`src/include/tmrc_defs.svh`:
```
// Constants for the trace macrocell reset and compression block.
// Assumes inclusion by bare name from package and design files.
`ifndef TMRC_DEFS_SVH
`define TMRC_DEFS_SVH

// ****************************************************************
// Control bit reset values
// ****************************************************************
`define TMRC_PWRDN_RST     1'h1
`define TMRC_PROG_RST      1'h1
`define TMRC_BCAST_RST     1'h0
`define TMRC_TREN_RST      1'h0

// ****************************************************************
// Packet headers and causes
// ****************************************************************
`define TMRC_HDR_ATOM_E    8'h84
`define TMRC_HDR_ATOM_N    8'h80
`define TMRC_HDR_ADDR      8'h01
`define TMRC_HDR_EXC       8'h0e
`define TMRC_HDR_ISTATE    8'h0c
`define TMRC_EXC_PRST      8'h01
`define TMRC_CONT_BIT      8'h80

// ****************************************************************
// Output interface geometry
// ****************************************************************
`define TMRC_OUT_BYTES     4
`define TMRC_CNT_W         3

`endif

```
`src/include/tmrc_pkg.sv`:
```
// Types for the trace macrocell reset and compression block.
// Assumes the defines header sits in the include path.
`include "tmrc_defs.svh"

package tmrc_pkg;

  // ****************************************************************
  // Waypoint event from the processor interface
  // ****************************************************************
  typedef struct packed {
    logic        valid;
    logic        direct;
    logic        passed;
    logic        isa_chg;
    logic [1:0]  isa;
    logic        sec;
    logic        bytecode;
    logic [31:0] target;
  } tmrc_wp_t;

  // Control fields written over the programming interface
  typedef struct packed {
    logic pwrdn;
    logic prog;
    logic bcast;
    logic tren;
  } tmrc_ctrl_t;

  typedef enum logic [2:0] {
    TMRC_IDLE,
    TMRC_HDR,
    TMRC_BODY,
    TMRC_ISA,
    TMRC_EXC
  } tmrc_state_t;

endpackage

```
`src/hdl/tmrc_addr_cmp.sv`:
```
// Counts the low-order address bytes that must be sent.
// Assumes a valid reference flag that clears after every reset.
module tmrc_addr_cmp (
  input  wire logic [31:0] addr,
  input  wire logic [31:0] ref_addr,
  input  wire logic        ref_valid,
  output logic      [2:0]  nbytes
);

  // Highest changed byte sets the count; invalid reference sends all
  always_comb begin
    nbytes = 3'h1;
    if (!ref_valid) begin
      nbytes = 3'h4;
    end else if (addr[31:24] != ref_addr[31:24]) begin
      nbytes = 3'h4;
    end else if (addr[23:16] != ref_addr[23:16]) begin
      nbytes = 3'h3;
    end else if (addr[15:8] != ref_addr[15:8]) begin
      nbytes = 3'h2;
    end
  end

endmodule

```
`src/hdl/tmrc_core.sv`:
```
// Trace macrocell reset handling and output compression.
// Assumes the processor interface, programming strobes and trace sink
// all run on ref_clk; core_reset comes from another domain.
//
// Operation
// Processor reset leaves macrocell registers untouched
// Processor reset inserts exception packet, cause reset
// Macrocell reset restores all resettable registers
// Power-on reset performs full macrocell reset
// Programming bit writes reset state groups
// Reset sets power-down and programming bits
// Undefined-reset bits are never relied upon
// Addresses only for non-inferable branch destinations
// Unchanged high address bytes are omitted
// Output only at full interface width
// Trace isa/security changes, skip bytecodes
// Debug port, coprocessor or bus write registers
// Direct branch gives executed or not-executed atom
// Reset invalidates address reference, next full
`include "tmrc_defs.svh"

module tmrc_core (
  input  wire logic              ref_clk,
  input  wire logic              resetn,
  input  wire logic              por_n,
  input  wire logic              core_reset,
  input  wire tmrc_pkg::tmrc_wp_t wp,
  output logic                   wp_ready,
  input  wire logic              cfg_we,
  input  wire tmrc_pkg::tmrc_ctrl_t cfg_wdata,
  output tmrc_pkg::tmrc_ctrl_t   cfg_rdata,
  output logic                   trace_valid,
  output logic      [31:0]       trace_data,
  input  wire logic              trace_ready
);

  // ****************************************************************
  // Reset combination
  // ****************************************************************
  // Either reset performs the whole macrocell reset
  logic rst_n;
  assign rst_n = resetn && por_n;

  // ****************************************************************
  // Processor reset synchroniser and edge
  // ****************************************************************
  logic crst_s1_q;
  logic crst_s2_q;
  logic crst_d_q;
  logic crst_pend_q;
  logic crst_rise;

  // Two stages before any logic looks at the pin
  always_ff @(posedge ref_clk or negedge rst_n) begin
    if (!rst_n) begin
      crst_s1_q <= 1'h0;
      crst_s2_q <= 1'h0;
      crst_d_q  <= 1'h0;
    end else begin
      crst_s1_q <= core_reset;
      crst_s2_q <= crst_s1_q;
      crst_d_q  <= crst_s2_q;
    end
  end

  // Rising edge only: a processor reset held for many cycles still
  // yields one exception packet, not one per cycle
  assign crst_rise = crst_s2_q && !crst_d_q;

  // ****************************************************************
  // Control register
  // ****************************************************************
  // Only the macrocell reset touches it; processor reset does not
  tmrc_pkg::tmrc_ctrl_t ctrl_q;
  always_ff @(posedge ref_clk or negedge rst_n) begin
    if (!rst_n) begin
      ctrl_q.pwrdn <= `TMRC_PWRDN_RST;
      ctrl_q.prog  <= `TMRC_PROG_RST;
      ctrl_q.bcast <= `TMRC_BCAST_RST;
      ctrl_q.tren  <= `TMRC_TREN_RST;
    end else if (cfg_we) begin
      ctrl_q <= cfg_wdata;
    end
  end
  // Read-back comes straight from the register
  assign cfg_rdata = ctrl_q;

  // Writes of the programming bit are partial resets
  logic prog_wr1;
  logic prog_wr0;
  assign prog_wr1 = cfg_we && cfg_wdata.prog;
  assign prog_wr0 = cfg_we && !cfg_wdata.prog;

  // Trace only while enabled, out of programming and powered up;
  // waypoints arriving otherwise are dropped, not queued
  logic tracing;
  assign tracing = ctrl_q.tren && !ctrl_q.prog && !ctrl_q.pwrdn;

  // ****************************************************************
  // Pending processor-reset exception
  // ****************************************************************
  // Writing 1 to the programming bit drops a queued exception;
  // a new edge in the same cycle still wins
  logic exc_taken;
  always_ff @(posedge ref_clk or negedge rst_n) begin
    if (!rst_n) begin
      crst_pend_q <= 1'h0;
    end else if (crst_rise && tracing) begin
      crst_pend_q <= 1'h1;
    end else if (exc_taken || prog_wr1) begin
      crst_pend_q <= 1'h0;
    end
  end

  // ****************************************************************
  // Address reference and instruction-set tracking
  // ****************************************************************
  logic [31:0] ref_addr_q;
  logic        ref_vld_q;
  logic [1:0]  isa_q;
  logic        sec_q;
  logic        wp_take;
  logic        need_addr;
  logic [2:0]  nbytes;

  // Writing 0 restarts the stream, so the reference is dropped
  always_ff @(posedge ref_clk or negedge rst_n) begin
    if (!rst_n) begin
      ref_addr_q <= 32'h0;
      ref_vld_q  <= 1'h0;
    end else if (prog_wr0 || exc_taken) begin
      ref_vld_q  <= 1'h0;
    end else if (wp_take && need_addr) begin
      ref_addr_q <= wp.target;
      ref_vld_q  <= 1'h1;
    end
  end

  // Isa state only meaningful after a change packet; reset value kept
  // defined so no logic reads an unknown
  always_ff @(posedge ref_clk or negedge rst_n) begin
    if (!rst_n) begin
      isa_q <= 2'h0;
      sec_q <= 1'h0;
    end else if (wp_take && wp.isa_chg) begin
      isa_q <= wp.isa;
      sec_q <= wp.sec;
    end
  end

  // The count is formed before this waypoint updates the reference,
  // so the comparison always sees the previously traced address
  tmrc_addr_cmp u_cmp (
    .addr      (wp.target),
    .ref_addr  (ref_addr_q),
    .ref_valid (ref_vld_q),
    .nbytes    (nbytes)
  );

  // Indirect taken branch, or broadcast of direct taken branch
  assign need_addr = wp.passed && (!wp.direct || ctrl_q.bcast);

  // ****************************************************************
  // Packet sequencer
  // ****************************************************************
  tmrc_pkg::tmrc_state_t st_q;
  logic [31:0] addr_q;
  logic [2:0]  left_q;
  logic [1:0]  idx_q;
  logic        isa_pend_q;
  logic [7:0]  byte_out;
  logic        byte_vld;
  logic        pk_ready;

  assign wp_ready  = (st_q == tmrc_pkg::TMRC_IDLE) && !crst_pend_q;
  assign wp_take   = wp.valid && wp_ready && tracing && !wp.bytecode;
  assign exc_taken = (st_q == tmrc_pkg::TMRC_EXC) && pk_ready && idx_q[0];

  // Sequencer state and payload registers
  // One waypoint is handled at a time; wp_ready stays low meanwhile
  always_ff @(posedge ref_clk or negedge rst_n) begin
    if (!rst_n) begin
      st_q       <= tmrc_pkg::TMRC_IDLE;
      addr_q     <= 32'h0;
      left_q     <= 3'h0;
      idx_q      <= 2'h0;
      isa_pend_q <= 1'h0;
    end else if (prog_wr1) begin
      // Abort: the packer is cleared in the same cycle
      st_q       <= tmrc_pkg::TMRC_IDLE;
      isa_pend_q <= 1'h0;
    end else begin
      case (st_q)
        tmrc_pkg::TMRC_IDLE: begin
          idx_q <= 2'h0;
          if (crst_pend_q) begin
            st_q <= tmrc_pkg::TMRC_EXC;
          end else if (wp_take) begin
            addr_q     <= wp.target;
            // Atom-only waypoints owe no address bytes
            left_q     <= need_addr ? nbytes : 3'h0;
            isa_pend_q <= wp.isa_chg;
            st_q       <= need_addr ? tmrc_pkg::TMRC_HDR
                                    : tmrc_pkg::TMRC_BODY;
          end
        end
        tmrc_pkg::TMRC_HDR: begin
          if (pk_ready) begin
            st_q <= tmrc_pkg::TMRC_BODY;
          end
        end
        tmrc_pkg::TMRC_BODY: begin
          if (pk_ready) begin
            if (left_q > 3'h1) begin
              left_q <= left_q - 3'h1;
              addr_q <= {8'h0, addr_q[31:8]};
            end else begin
              left_q <= 3'h0;
              st_q   <= isa_pend_q ? tmrc_pkg::TMRC_ISA
                                   : tmrc_pkg::TMRC_IDLE;
            end
          end
        end
        tmrc_pkg::TMRC_ISA: begin
          if (pk_ready) begin
            isa_pend_q <= 1'h0;
            st_q       <= tmrc_pkg::TMRC_IDLE;
          end
        end
        tmrc_pkg::TMRC_EXC: begin
          if (pk_ready) begin
            idx_q <= idx_q + 2'h1;
            if (idx_q[0]) begin
              st_q <= tmrc_pkg::TMRC_IDLE;
            end
          end
        end
        default: begin
          st_q <= tmrc_pkg::TMRC_IDLE;
        end
      endcase
    end
  end

  // Byte chosen by state; atom when no address is owed
  logic body_addr;
  logic atom_e;
  assign body_addr = (left_q != 3'h0);
  assign atom_e    = wp.passed;

  // Latched atom outcome for the body byte of an atom-only waypoint
  logic atom_e_q;
  always_ff @(posedge ref_clk or negedge rst_n) begin
    if (!rst_n) begin
      atom_e_q <= 1'h0;
    end else if (wp_take) begin
      atom_e_q <= atom_e;
    end
  end

  // Byte offered to the packer in each state; idle offers none,
  // so the packer never fills a lane with filler
  always_comb begin
    byte_vld = 1'h1;
    byte_out = 8'h0;
    case (st_q)
      tmrc_pkg::TMRC_HDR: byte_out = `TMRC_HDR_ADDR;
      tmrc_pkg::TMRC_BODY: begin
        if (body_addr && left_q > 3'h1) begin
          byte_out = addr_q[7:0] | `TMRC_CONT_BIT;
        end else if (body_addr) begin
          // Last address byte: bit 7 clear, even when the byte is zero
          byte_out = addr_q[7:0] & 8'h7f;
        end else begin
          byte_out = atom_e_q ? `TMRC_HDR_ATOM_E
                              : `TMRC_HDR_ATOM_N;
        end
      end
      // Header code keeps its top five bits; state fills the low three
      tmrc_pkg::TMRC_ISA: byte_out = (`TMRC_HDR_ISTATE & 8'hf8)
                                     | {5'h0, sec_q, isa_q};
      // Exception header first, then the processor-reset cause
      tmrc_pkg::TMRC_EXC: byte_out = idx_q[0] ? `TMRC_EXC_PRST
                                              : `TMRC_HDR_EXC;
      default: byte_vld = 1'h0;
    endcase
  end

  // ****************************************************************
  // Full-width output packing
  // ****************************************************************
  // A programming abort clears the packer so a restarted stream
  // never shares a word with bytes of the aborted one
  tmrc_packer u_pack (
    .ref_clk   (ref_clk),
    .resetn    (rst_n),
    .clr       (prog_wr1),
    .in_valid  (byte_vld),
    .in_byte   (byte_out),
    .in_ready  (pk_ready),
    .out_valid (trace_valid),
    .out_data  (trace_data),
    .out_ready (trace_ready)
  );

endmodule

```
`src/hdl/tmrc_packer.sv`:
```
// Packs trace bytes into full-width words for the trace output.
// Assumes the sink may stall with ready low.
`include "tmrc_defs.svh"

module tmrc_packer (
  input  wire logic        ref_clk,
  input  wire logic        resetn,
  input  wire logic        clr,
  input  wire logic        in_valid,
  input  wire logic [7:0]  in_byte,
  output logic             in_ready,
  output logic             out_valid,
  output logic      [31:0] out_data,
  input  wire logic        out_ready
);

  logic [2:0]  cnt_q;
  logic [31:0] acc_q;
  logic        full;
  logic        take;

  // A word goes out only when every lane holds data
  assign full      = (cnt_q == 3'(`TMRC_OUT_BYTES));
  assign out_valid = full;
  assign in_ready  = !full;
  assign take      = in_valid && in_ready;
  assign out_data  = acc_q;

  // Fill lanes from the bottom; first byte in is the low lane
  always_ff @(posedge ref_clk or negedge resetn) begin
    if (!resetn) begin
      cnt_q <= 3'h0;
      acc_q <= 32'h0;
    end else if (clr) begin
      cnt_q <= 3'h0;
    end else if (full && out_ready) begin
      cnt_q <= 3'h0;
    end else if (take) begin
      acc_q[cnt_q[1:0]*8 +: 8] <= in_byte;
      cnt_q                    <= cnt_q + 3'h1;
    end
  end

endmodule

```
`config.mk`:
```
export PLATFORM = sky130hd
export DESIGN_NAME = tmrc_core
export DESIGN_NICKNAME = d
export VERILOG_FILES = /design/src/include/tmrc_pkg.sv /design/src/hdl/tmrc_addr_cmp.sv /design/src/hdl/tmrc_core.sv /design/src/hdl/tmrc_packer.sv
export VERILOG_INCLUDE_DIRS = /design/src /design/src/include
export SDC_FILE = /design/constraint.sdc
export NUM_CORES = 1
export LEC_CHECK = 0
export BUFFER_PORTS_ARGS = -buffer_cell sky130_fd_sc_hd__buf_2
export CAP_MARGIN = 20
export CORE_MARGIN = 4
export CORE_UTILIZATION = 58
export CTS_BUF_LIST = sky130_fd_sc_hd__clkbuf_2 sky130_fd_sc_hd__clkbuf_4 sky130_fd_sc_hd__clkbuf_8
export DETAILED_ROUTE_END_ITERATION = 16
export GPL_TIMING_DRIVEN = 0
export HOLD_SLACK_MARGIN = 0.03
export PLACE_DENSITY = 0.82
export SLEW_MARGIN = 20
export SYNTH_ARGS = -nofsm -noshare
export SYNTH_HDL_FRONTEND = slang
export SYNTH_SLANG_ARGS = --single-unit
```
`constraint.sdc`:
```
create_clock -name ref_clk -period 5.9 [get_ports ref_clk]
set_clock_uncertainty 0.1 [all_clocks]
set_input_delay 0.59 -clock ref_clk [delete_from_list [all_inputs] [get_ports ref_clk]]
set_output_delay 0.59 -clock ref_clk [all_outputs]
set_load 0.01 [all_outputs]
```
== Word-level counts from Yosys, hierarchy flattened ==
Cells that the tools add are included.
Operators by class
  $add $sub $neg: 4
  reductions and logical operators: 46
  shift-type cells: 2
  $lt $le $gt $ge: 1
  equality and inequality tests: 22
  mux-type cells: 48
  bitwise operators: 3
Operator list (count)
  $mux 32: 4
  $pmux 32 s2: 1
  $mux 3: 21
  $neg 5->34: 1
  $shift 8x34->32 const A: 1
  $shiftx 8x34->32: 1
  $bwmux 32: 1
  $pmux 8 s4: 1
  $ne 3x3->1 const B: 8
  $ne 8x8->1: 3
  $logic_and 1x1->1: 19
  $mux 8: 2
  $pmux 3 s5: 1
  $ne 2x2->1 const B: 5
  $mux 1: 9
  $reduce_bool 3->1: 3
  $logic_not 1->1: 8
  $mux 2: 4
  $reduce_bool 2->1: 4
  $reduce_and 7->1: 1
  $eq 3x2->1 const B: 2
  $eq 3x3->1 const B: 2
  $pmux 3 s2: 1
  $reduce_and 3->1: 2
  17 further kinds: 21
Storage, ports and cells
  output and inout port bits: 38
  word-level logic and storage cells: 146
  register bits after elaboration: 121

== Longest topological paths before layout ==
Gate-level depths: netlist of run 1.
  word-level depth: 9
  mapped depth: 9
  mapped depth without buffers: 8

== Cells and area by module ==
A second synthesis of run 1 with hierarchy kept.
Unflattened totals
  cells, all modules: 514
  area total of the unflattened synthesis: 5880.6 sq um
By module, submodules not included
  tmrc_core: instances 1, cells each 324, area each 3901.2 sq um, sequential area each 2029.4 sq um
  tmrc_packer: instances 1, cells each 154, area each 1696.6 sq um, sequential area each 875.8 sq um
  tmrc_addr_cmp: instances 1, cells each 36, area each 282.8 sq um, sequential area each 0.0 sq um

== Worst setup path before layout of run 1 ==
Ideal clock, no wire load.
  kind: register -> register
  start: register u_pack.cnt_q[0]
  end: register ref_addr_q[10]
  slack: 3.575 ns
  data required time: 5.673 ns
  library setup time: 0.127 ns
  arrival time: 2.097 ns
  path buffers: 2
  cell stages (with the launch flop): 10
  period minus slack after synthesis: 2.325 ns
  cell sequence: dfrtp_1 > inv_1 > ha_1 > nand2_1 > clkbuf_1 > nand3_1 > o21ai_1 > nor3_4 > buf_6 > mux2_1
Between the ends
  word-level cells in the longest chain between the ends: 7
Ends and longest elaborated chain
  start, declared: line tmrc_packer.sv:17  | logic [2:0] cnt_q;
  start signal, assigned: line tmrc_packer.sv:40  | cnt_q <= cnt_q + 3'h1;
  $eq 3x3->1: line tmrc_packer.sv:23  | assign full = (cnt_q == 3'(`TMRC_OUT_BYTES));
  $logic_not 1->1: line tmrc_packer.sv:25  | assign in_ready = !full;
  $logic_and 1x1->1 (2 in series): line tmrc_core.sv:177  | assign exc_taken = (st_q == tmrc_pkg::TMRC_EXC) && pk_ready && idx_q[0];
  $logic_or 1x1->1: line tmrc_core.sv:131  | end else if (prog_wr0 || exc_taken) begin
  $not 1->1 (no source line)
  $reduce_and 2->1 (no source line)
  end signal, assigned: line tmrc_core.sv:134  | ref_addr_q <= wp.target;
  end, declared: line tmrc_core.sv:118  | logic [31:0] ref_addr_q;
No other way between the ends.
A chain may end at the register's enable or synchronous reset.

== Worst setup path in the final report of run 1 ==
  start: register u_pack.cnt_q[0]
  end: register ref_addr_q[31]
The elaborated chain is that of the path after synthesis.

==> results of run 1 <==
==> registers in the layout (all words and copies together), names as in the netlist, 2 cells and up <==
| register | cells |
|---|---|
| addr_q | 28 |
| cfg_rdata | 4 |
| isa_q | 2 |
| left_q | 3 |
| ref_addr_q | 24 |
| st_q | 3 |
| u_pack.cnt_q | 3 |
| u_pack.out_data | 32 |
==> layout make-up <==
type                    instances  area (um^2)
flip-flops and latches        108         2710
fillers                       636         2480
multi-input cells             320         2260
repair buffers                 87          473
clock buffers                  11          145
well taps                     105          131
plain buffers                  20          106
inverters                      13         48.8
clock inverters                 5         36.3
==> worst max-delay path by stage <==
| stage | startpoint | end | slack, ns | depth (start not counted) |
|---|---|---|---|---|
| 2_1_floorplan | por_n | addr_q[0] | 1.80 | 1 |
| 3_3_place_gp | resetn | u_pack.out_data[30] | 0.51 | 2 |
| 3_5_place_dp | u_pack.cnt_q[0] | ref_addr_q[13] | 3.07 | 9 |
| 4_1_cts | u_pack.cnt_q[0] | ref_addr_q[13] | 3.04 | 9 |
| 5_1_grt | u_pack.cnt_q[0] | ref_addr_q[13] | 2.82 | 9 |
| 6_report | u_pack.cnt_q[0] | ref_addr_q[31] | 3.03 | 9 |
==> worst max-delay path, delay by kind of cell, from the launching register on <==
kind	cells	cell delay (ns)
buffers and inverters	3	0.64
AND/OR/NAND/NOR	3	0.74
multiplexers	1	0.34
flip-flops	1	0.48
adder cells (fa/ha/maj)	1	0.25
AO/OA/AOI/OAI	1	0.20
==> kinds of logic after synthesis <==
group | count (synthesis) | share of synthesized area, %
AND/OR/NAND/NOR | 136 | 13.2
buffers and inverters | 33 | 3.03
multiplexers | 55 | 11.5
flip-flops | 108 | 52.9
XOR/XNOR | 24 | 4.26
adder cells (fa/ha/maj) | 7 | 1.71
AO/OA/AOI/OAI | 98 | 13.4
==> per-layer routing <==
layer  up-vias  part of all wire [%]  GRT usage, %
li1       1834                     -             -
met1      1906                    44          33.0
met2       117                    48          35.9
met3        19                   6.3          4.23
met4         0                   1.9          6.86
met5         -                     0             0
==> layout by cell type, fill, tap and decap left out, drive strengths merged, types with 4 or more instances in the layout <==
master,Yosys,layout
mux2i,24,24
mux2,31,31
dfrtp,106,106
inv,13,14
xor2,9,9
a22o,8,8
o31ai,27,27
nand2b,5,5
ha,7,7
nand3,13,13
a21oi,28,28
clkbuf,9,20
nand2,53,53
nor2b,4,4
o21ai,15,15
nand4,9,9
clkinv,0,4
xnor2,15,15
nor2,34,34
buf,11,98
==> power breakdown <==
part	total, mW	internal [mW]	switching (mW)
logic	0.917	0.377	0.540
registers	1.11	0.955	0.154
clock network	0.423	0.172	0.252
total	2.45	1.50	0.946
==> summary.txt, run 1 <==
Run status
  – Status: finished clean

Detailed routing
  – Final ANT Viol Nets: 0
  – DRC Markers: 0
  – Routed length per instance: 17.1 um
  – Via count: approximately 3,900
  – Initial DRT Pass Iterations: 6
  – DRT Wirelength: around 11 mm
  – First DRT Iteration DRCs: 315
  – Vias per std cell: just under 6

STA
  – Worst-margin pin slew: around 0.81 ns
  – RSZ-0062 raised after global routing: false
  – Fin crit share: around 50%
  – Max-slew headroom: between 40% and 50%
  – WHS: roughly 0.12 ns
  – Final Hold Viols: 0
  – Max Transition Viols Final: 0
  – Tmin final: 2.87 ns
  – Final setup fails: 0
  – Final WS setup: between 3 and 4 ns
  – Setup TNS: 0 ns
  – Fmax: ~0.35 GHz

Synth
  – Cell count after synthesis: about 460
  – Mapped cell area: about 0.0051 mm^2
  – Top cell type by total area after synthesis: dfrtp_1
  – Post-synth EDFFs: 0
  – Syn_nets: 518
  – Seq/Total Area, Yosys: between 50 and 60%
  – Most frequent cell after synthesis: dfrtp_1
  – Asr flop ratio synth: 100%
  – Synth top area cells: dfrtp_1 52%, mux2i_1 4.7%, mux2_1 4.2%
  – Synth cell types: 58
  – Ys Warns: 0
  – Post-synth top area share: about half
  – Post-Syn Area per Cell: ~11 um^2
  – Top_reg_cell synth: dfrtp_1
  – Commonest cells in the netlist: 106 x dfrtp_1, 53 x nand2_1, 34 x nor2_1, 27 x a21oi_1, 27 x o31ai_1
  – #FFs+latches synth: around 110

Setup path
  – Crit path launch type: flop
  – Crit end category: flop
  – Critical Path Max Stage Delay: around 0.48 ns
  – WP data required: slightly above 6 ns
  – R2R cell count: 9
  – Critical R2R Capture: ref_addr_q[31]
  – Critical path arrival: 3.03 ns
  – Reg-to-Reg Start: u_pack.cnt_q[0]
  – Max FO, Critical Path: 10
  – CP max-delay cell: dfrtp_1
  – R2R Setup Slk: approximately 3 ns
  – CP Cell Sequence: inv_1, ha_1, nand2_1, clkbuf_1, nand3_1, o21ai_1, nor3_4, buf_6, mux2_1
  – Setup CP Type: reg2reg

Power
  – Power per cell area: a little over 400 mW/mm^2
  – Max rail drop VDD: around 0.22 mV
  – Pleak: between 2 and 3 nW
  – Final Total Pwr: 2.45 mW

Place
  – Final HPWL DP: 8.74 mm
  – DP Worst Slack: slightly above 3 ns
  – Placed instance area: between 0.005 and 0.006 mm^2
  – Placed Instances: around 650
  – GPL Wtd Cong: roughly 0.87
  – Port bufs: between 80 and 90

Global route
  – Largest net degree at the start of global routing: 52
  – Antenna violations before repair: 0
  – Total gr overflow: 0
  – First-pass GRT wire length: about 19 mm
  – Vias in the first global route: 3,818
  – All-Layer GR Usage: a little under a quarter

CTS
  – CTS buffer count: 9
  – Hold_buf cts: 0
  – PostCTS Resize Cnt: 0
  – CTS tree: yes
  – Reg clk slew, reported paths: 0.10 ns
  – CTS max path bufs: 2
  – CTS sink cnt: between 100 and 150
  – CTS Root Cell: clkbuf_8
  – Later-pin clock latency in the skew report: 0.38 ns
  – CTS H-Tree Depth: 3
  – # Post-CTS Setup Buffers: 0

Job
  – Max cap viols: 0

Die
  – Die area: roughly 0.010 mm^2
  – Die height: ~100 um
  – # IOs: between 80 and 90
  – Core Rows: 33
  – Core area: about 0.0084 mm^2
  – Die width: approximately 100 um
  – Initial core utilization: 61.0%

Hold path
  – Worst min path class: in2async

Layout
  – ANT cells: 0
  – Nets: around 620
  – Final core occ: a little over two thirds
  – Area Overhead vs Synth: 15.4%
  – Finished Cell Area: 0.00590 mm^2
  – Cell Count, Final, Fillers Out: ~670
  – Fraction of layout cells with a size suffix above 1: roughly a quarter
Note: power is estimated with default switching activity, not from simulation.
==> inputs of run 2 (changes only) <==
--- a/config.mk
+++ b/config.mk
@@ -9,12 +9,12 @@
 export BUFFER_PORTS_ARGS = -buffer_cell sky130_fd_sc_hd__buf_2
 export CAP_MARGIN = 20
 export CORE_MARGIN = 4
-export CORE_UTILIZATION = 58
+export CORE_UTILIZATION = 52
 export CTS_BUF_LIST = sky130_fd_sc_hd__clkbuf_2 sky130_fd_sc_hd__clkbuf_4 sky130_fd_sc_hd__clkbuf_8
 export DETAILED_ROUTE_END_ITERATION = 16
 export GPL_TIMING_DRIVEN = 0
 export HOLD_SLACK_MARGIN = 0.03
-export PLACE_DENSITY = 0.82
+export PLACE_DENSITY = 0.78
 export SLEW_MARGIN = 20
 export SYNTH_ARGS = -nofsm -noshare
 export SYNTH_HDL_FRONTEND = slang
==> constraint.sdc (replaced) <==
create_clock -name ref_clk -period 2.3 [get_ports ref_clk]
set_clock_uncertainty 0.1 [all_clocks]
set_input_delay 0.23 -clock ref_clk [delete_from_list [all_inputs] [get_ports ref_clk]]
set_output_delay 0.23 -clock ref_clk [all_outputs]
set_load 0.01 [all_outputs]
==> summary.txt, run 2 (synthesis results as in run 1) <==
Global route
  – GR Util met2: between 30% and 40%
  – Total gr overflow: 0
  – M1 GR Usage: between 20% and 30%
  – Grt met3 use: 5.18%
  – Antenna violations before repair: 0
  – First-pass GRT wire length: 20.4 mm
  – Largest net degree at the start of global routing: 46
  – Busiest grt layer: met2
  – Vias in the first global route: 4,161
  – All-Layer GR Usage: 22.6%

Detailed routing
  – DRT Wirelength: around 12 mm
  – Final ANT Viol Nets: 0
  – Routed length per instance: 16.9 um
  – First DRT Iteration DRCs: 247
  – Via count: approximately 4,000
  – Initial DRT Pass Iterations: 4
  – Vias per std cell: 5.52
  – DRC Markers: 0

Die
  – Die height: between 100 and 150 um
  – # IOs: 88
  – Core Rows: 35
  – Core area: 0.00942 mm^2
  – Initial core utilization: a little over half
  – Die area: 0.0115 mm^2
  – Die width: ~110 um

STA
  – Fmax: 0.458 GHz
  – Worst-margin pin slew: roughly 0.75 ns
  – Setup TNS: 0 ns
  – Final Hold Viols: 0
  – Final WS setup: 0.116 ns
  – Tmin final: 2.18 ns
  – Max Transition Viols Final: 0
  – WHS: ~0.05 ns
  – Fin crit share: between 90% and 100%
  – Final setup fails: 0
  – Max-slew headroom: about half

Layout
  – Area Overhead vs Synth: 26.3%
  – Nets: 663
  – Most common cell after layout, fill and taps aside: dfrtp_1
  – Finished Cell Area: between 0.006 and 0.007 mm^2
  – Final core occ: about two thirds
  – Max reg flops: 32
  – ANT cells: 0
  – Most frequent cells in the layout: 105 x dfrtp_1, 90 x buf_2, 53 x nand2_1
  – Cell Count, Final, Fillers Out: between 700 and 800
  – Fraction of layout cells with a size suffix above 1: ~27%

Job
  – Max cap viols: 0

Power
  – Internal power: around 4.1 mW
  – Sequential Power Share: between 40% and 50%
  – Power per cell area: between 1000 and 1500 mW/mm^2
  – Pleak: 3.04 nW
  – Power share of the clock group: between 10% and 20%
  – Net Sw Frac: 38.2%
  – Max rail drop VDD: just under 0.5 mV
  – Comb pwr share: about two fifths
  – Final Total Pwr: 6.59 mW
  – P_sw: 2.52 mW

CTS
  – CTS H-Tree Depth: 3
  – CTS Root Cell: clkbuf_8
  – CTS buffer count: 9
  – CTS max path bufs: 2
  – CTS sink cnt: about 110
  – CTS tree: yes
  – Reg clk slew, reported paths: around 0.10 ns
  – Later-pin clock latency in the skew report: about 0.37 ns

Hold path
  – Worst min path class: in2reg
  – Worst Hold Launch: wp[16]
  – Hold Path Sink: ref_addr_q[16]
  – Hold Path Cell Cnt: 2

Setup path
  – Max FO, Critical Path: 10
  – WP data required: 2.45 ns
  – Critical R2R Capture: ref_addr_q[16]
  – R2R cell count: 7
  – Critical path arrival: between 2 and 2.5 ns
  – Setup CP Type: reg2reg
  – Reg-to-Reg Start: st_q[2]
  – Crit path launch type: flop
  – Crit end category: flop
  – R2R Setup Slk: around 0.12 ns

Run status
  – Status: finished clean

Place
  – Final HPWL DP: between 8 and 9 mm
  – Port bufs: between 80 and 90
  – GPL Wtd Cong: 0.892
  – DP Worst Slack: -0.478 ns
  – Placed Instances: a little under 700
  – Placed instance area: between 0.005 and 0.006 mm^2
==> run 2: cell types whose count changed in the layout (fill, tap and decap cells not counted), moves of 2 or more <==
cell | before | now
inv_1 | 13 | 11
nor3b_1 | 2 | 0
buf_2 | 92 | 90
nor3b_2 | 1 | 3
buf_4 | 2 | 15
buf_8 | 0 | 2
dlygate4sd3_1 | 0 | 33
==> run 2: repair_timing <==
action / in CTS / in global routing
setup endpoints to repair: 88 / 58
buffers inserted: 6 / 7
hold endpoints to repair: 52 / 0
hold buffers: 33 / 0
pin swaps: 2 / 7
resized for setup: 8 / 13
cloned: 1 / 0
==> run 2: power groups by stage <==
stage               Clock (mW)  Sequential [mW]  Combinational, mW
floorplan                    0             2.80               1.69
global placement             0             2.85               2.24
detailed placement           0             2.88               2.34
CTS                       1.19             2.84               2.46
global route              1.28             2.92               2.87
finish                    1.16             2.85               2.58
==> run 2: worst max path at each step <==
| stage | start | end | slack, ns | cells past startpoint |
|---|---|---|---|---|
| 2_1_floorplan | st_q[2] | ref_addr_q[10] | 0.02 | 6 |
| 3_3_place_gp | por_n | u_pack.out_data[11] | -0.47 | 2 |
| 3_5_place_dp | u_pack.cnt_q[0] | ref_addr_q[29] | -0.48 | 9 |
| 4_1_cts | u_pack.cnt_q[0] | ref_addr_q[16] | 0.006 | 10 |
| 5_1_grt | st_q[1] | u_pack.out_data[0] | -0.03 | 5 |
| 6_report | st_q[2] | ref_addr_q[16] | 0.12 | 7 |
==> run 2: worst max-delay path, stage by stage (launching register included) <==
cell and delay, ns:
dfrtp_1 0.37, buf_4 0.18, nor4_4 0.35, nand3_4 0.19, nor3_4 0.26, buf_6 0.15, buf_8 0.14, mux2_1 0.33
==> run 2: layout make-up <==
type	instances	area, um^2
clock buffers	9	124
flip-flops and latches	108	2710
repair buffers	134	912
fillers	699	2960
multi-input cells	320	2310
inverters	13	51.3
well taps	129	161
clock inverters	7	73.8
plain buffers	20	119
==> run 2: layer usage <==
| metal | up-vias | routed length, um |
|---|---|---|
| met5 | - | 0 |
| met4 | 0 | 221 |
| met3 | 17 | 664 |
| met2 | 124 | 6170 |
| met1 | 2013 | 5430 |
| li1 | 1930 | - |
==> inputs of run 3 (changes only) <==
--- a/config.mk
+++ b/config.mk
@@ -9,12 +9,12 @@
 export BUFFER_PORTS_ARGS = -buffer_cell sky130_fd_sc_hd__buf_2
 export CAP_MARGIN = 20
 export CORE_MARGIN = 4
-export CORE_UTILIZATION = 52
+export CORE_UTILIZATION = 45
 export CTS_BUF_LIST = sky130_fd_sc_hd__clkbuf_2 sky130_fd_sc_hd__clkbuf_4 sky130_fd_sc_hd__clkbuf_8
 export DETAILED_ROUTE_END_ITERATION = 16
 export GPL_TIMING_DRIVEN = 0
 export HOLD_SLACK_MARGIN = 0.03
-export PLACE_DENSITY = 0.78
+export PLACE_DENSITY = 0.69
 export SLEW_MARGIN = 20
 export SYNTH_ARGS = -nofsm -noshare
 export SYNTH_HDL_FRONTEND = slang
==> summary.txt, run 3 (synthesis results as in run 1) <==
Run status
  – Status: finished clean

CTS
  – CTS max path bufs: 2
  – CTS H-Tree Depth: 3
  – Later-pin clock latency in the skew report: 0.38 ns
  – CTS tree: yes
  – CTS sink cnt: approximately 110
  – CTS Root Cell: clkbuf_8
  – CTS buffer count: 9
  – Reg clk slew, reported paths: ~0.1 ns

STA
  – Final setup fails: 0
  – Tmin final: ~2.2 ns
  – Max Transition Viols Final: 0
  – Final Hold Viols: 0
  – Worst-margin pin slew: around 0.84 ns
  – Fmax: around 0.45 GHz
  – Fin crit share: a little under 100%
  – RSZ-0062 raised after global routing: true
  – Max-slew headroom: between 40% and 50%

Layout
  – Fill cells: roughly 900
  – Nets: around 660
  – Max reg flops: 32
  – Fraction of layout cells with a size suffix above 1: 26.7%
  – Most common cell after layout, fill and taps aside: dfrtp_1
  – Area Overhead vs Synth: 26.9%
  – Area of the multi-input gates: ~0.0023 mm^2
  – Register Area: 0.00271 mm^2
  – Most frequent cells in the layout: 105 x dfrtp_1, 91 x buf_2, 53 x nand2_1
  – Cell Count, Final, Fillers Out: approximately 750
  – Final core occ: between 50% and 60%

Global route
  – Vias in the first global route: about 4,000
  – Antenna violations before repair: 0
  – Largest net degree at the start of global routing: 54
  – All-Layer GR Usage: about a fifth
  – First-pass GRT wire length: approximately 20 mm
  – Total gr overflow: 0

Detailed routing
  – Routed length per instance: approximately 16 um
  – Vias per std cell: between 5 and 6
  – DRC Markers: 0
  – First DRT Iteration DRCs: roughly 330
  – Via count: 4,076
  – DRT Wirelength: 12.1 mm
  – Initial DRT Pass Iterations: 4
  – Final ANT Viol Nets: 0

Hold path
  – Hold Path Cell Cnt: 4
  – Worst Hold Launch: trace_ready
  – Hold Path Sink: u_pack.cnt_q[0]
  – Worst min path class: in2reg

Setup path
  – Crit end category: flop
  – R2R Setup Slk: 0.08 ns
  – Setup CP Type: reg2reg
  – Reg-to-Reg Start: u_pack.cnt_q[1]
  – Critical R2R Capture: ref_addr_q[10]
  – WP data required: roughly 2.5 ns
  – Crit path launch type: flop
  – Critical path arrival: 2.39 ns
  – Max FO, Critical Path: 10
  – CP startpoint: u_pack.cnt_q[1]
  – R2R cell count: 10

Power
  – Max rail drop VDD: roughly 0.66 mV
  – Pleak: 3.04 nW
  – Final Total Pwr: 6.61 mW
  – Power per cell area: around 1000 mW/mm^2

Job
  – Max cap viols: 0

Die
  – Die area: approximately 0.013 mm^2
  – # IOs: between 80 and 90
  – Die width: between 100 and 150 um
  – Core Rows: 38
  – Core area: approximately 0.011 mm^2
  – Die height: between 100 and 150 um
  – Initial core utilization: a little under half

Place
  – Placed Instances: 688
  – Final HPWL DP: approximately 8.6 mm
  – GPL Wtd Cong: roughly 0.8
  – Port bufs: 85
==> run 3: area by class of cell <==
type	count	area share, %
clock inverter	4	0.752
multi-input combinational	320	35.7
sequential	108	41.7
antenna	1	0.0386
tap	140	2.70
timing repair buffer	135	14.4
clock buffer	11	2.24
inverter	13	0.791
buffer	20	1.74
==> run 3: power by group <==
group	internal [mW]	leakage, nW	switching (mW)	total (mW)
clock	0.541	0.103	0.641	1.18
combinational	1.15	1.53	1.46	2.61
sequential	2.45	1.41	0.368	2.82
total	4.14	3.04	2.47	6.61
==> run 3: stage by stage <==
step                hold WS (ns)  setup WS, ns  area (um^2)  TNS (ns)
floorplan                  0.161        0.0152         5120         0
finish                    0.0552        0.0761         6490         0
CTS                       0.0417       0.00957         6390         0
global placement           0.237        -0.520         5720    -71.09
detailed placement         0.171        -0.380         5770    -18.25
global route              0.0560       -0.0440         6490    -0.165
==> run 3: worst max path at each step <==
stage                         endpoint  slack (ns)
floorplan               ref_addr_q[10]        0.02
CTS                     ref_addr_q[10]        0.01
finish                  ref_addr_q[10]        0.08
detailed placement      ref_addr_q[11]       -0.38
global route        u_pack.out_data[8]       -0.04
global placement    u_pack.out_data[7]       -0.52
==> run 3: critical path, stage by stage, from the launching register on <==
cell      delay (ns)
dfrtp_1         0.41
inv_1           0.12
ha_4            0.16
nand2_1         0.07
clkbuf_4        0.19
nand3_2         0.12
o21ai_2         0.09
nor3_4          0.22
buf_12          0.14
buf_4           0.16
mux2_1          0.34
==> run 3: per-layer routing <==
| metal | global-route usage (%) | part of all wire (%) |
|---|---|---|
| met5 | 0 | 0 |
| met4 | 7.36 | 1.3 |
| met3 | 4.02 | 6.4 |
| met2 | 28.2 | 46 |
| met1 | 27.7 | 46 |
==> run 3: repair_timing <==
item	4_1_cts	5_1_grt
hold endpoints to repair	57	0
endpoints found under the setup margin	81	59
gates cloned	1	0
buffers inserted	5	7
pin swaps	2	4
gates resized for setup	8	12
hold buffers	35	0
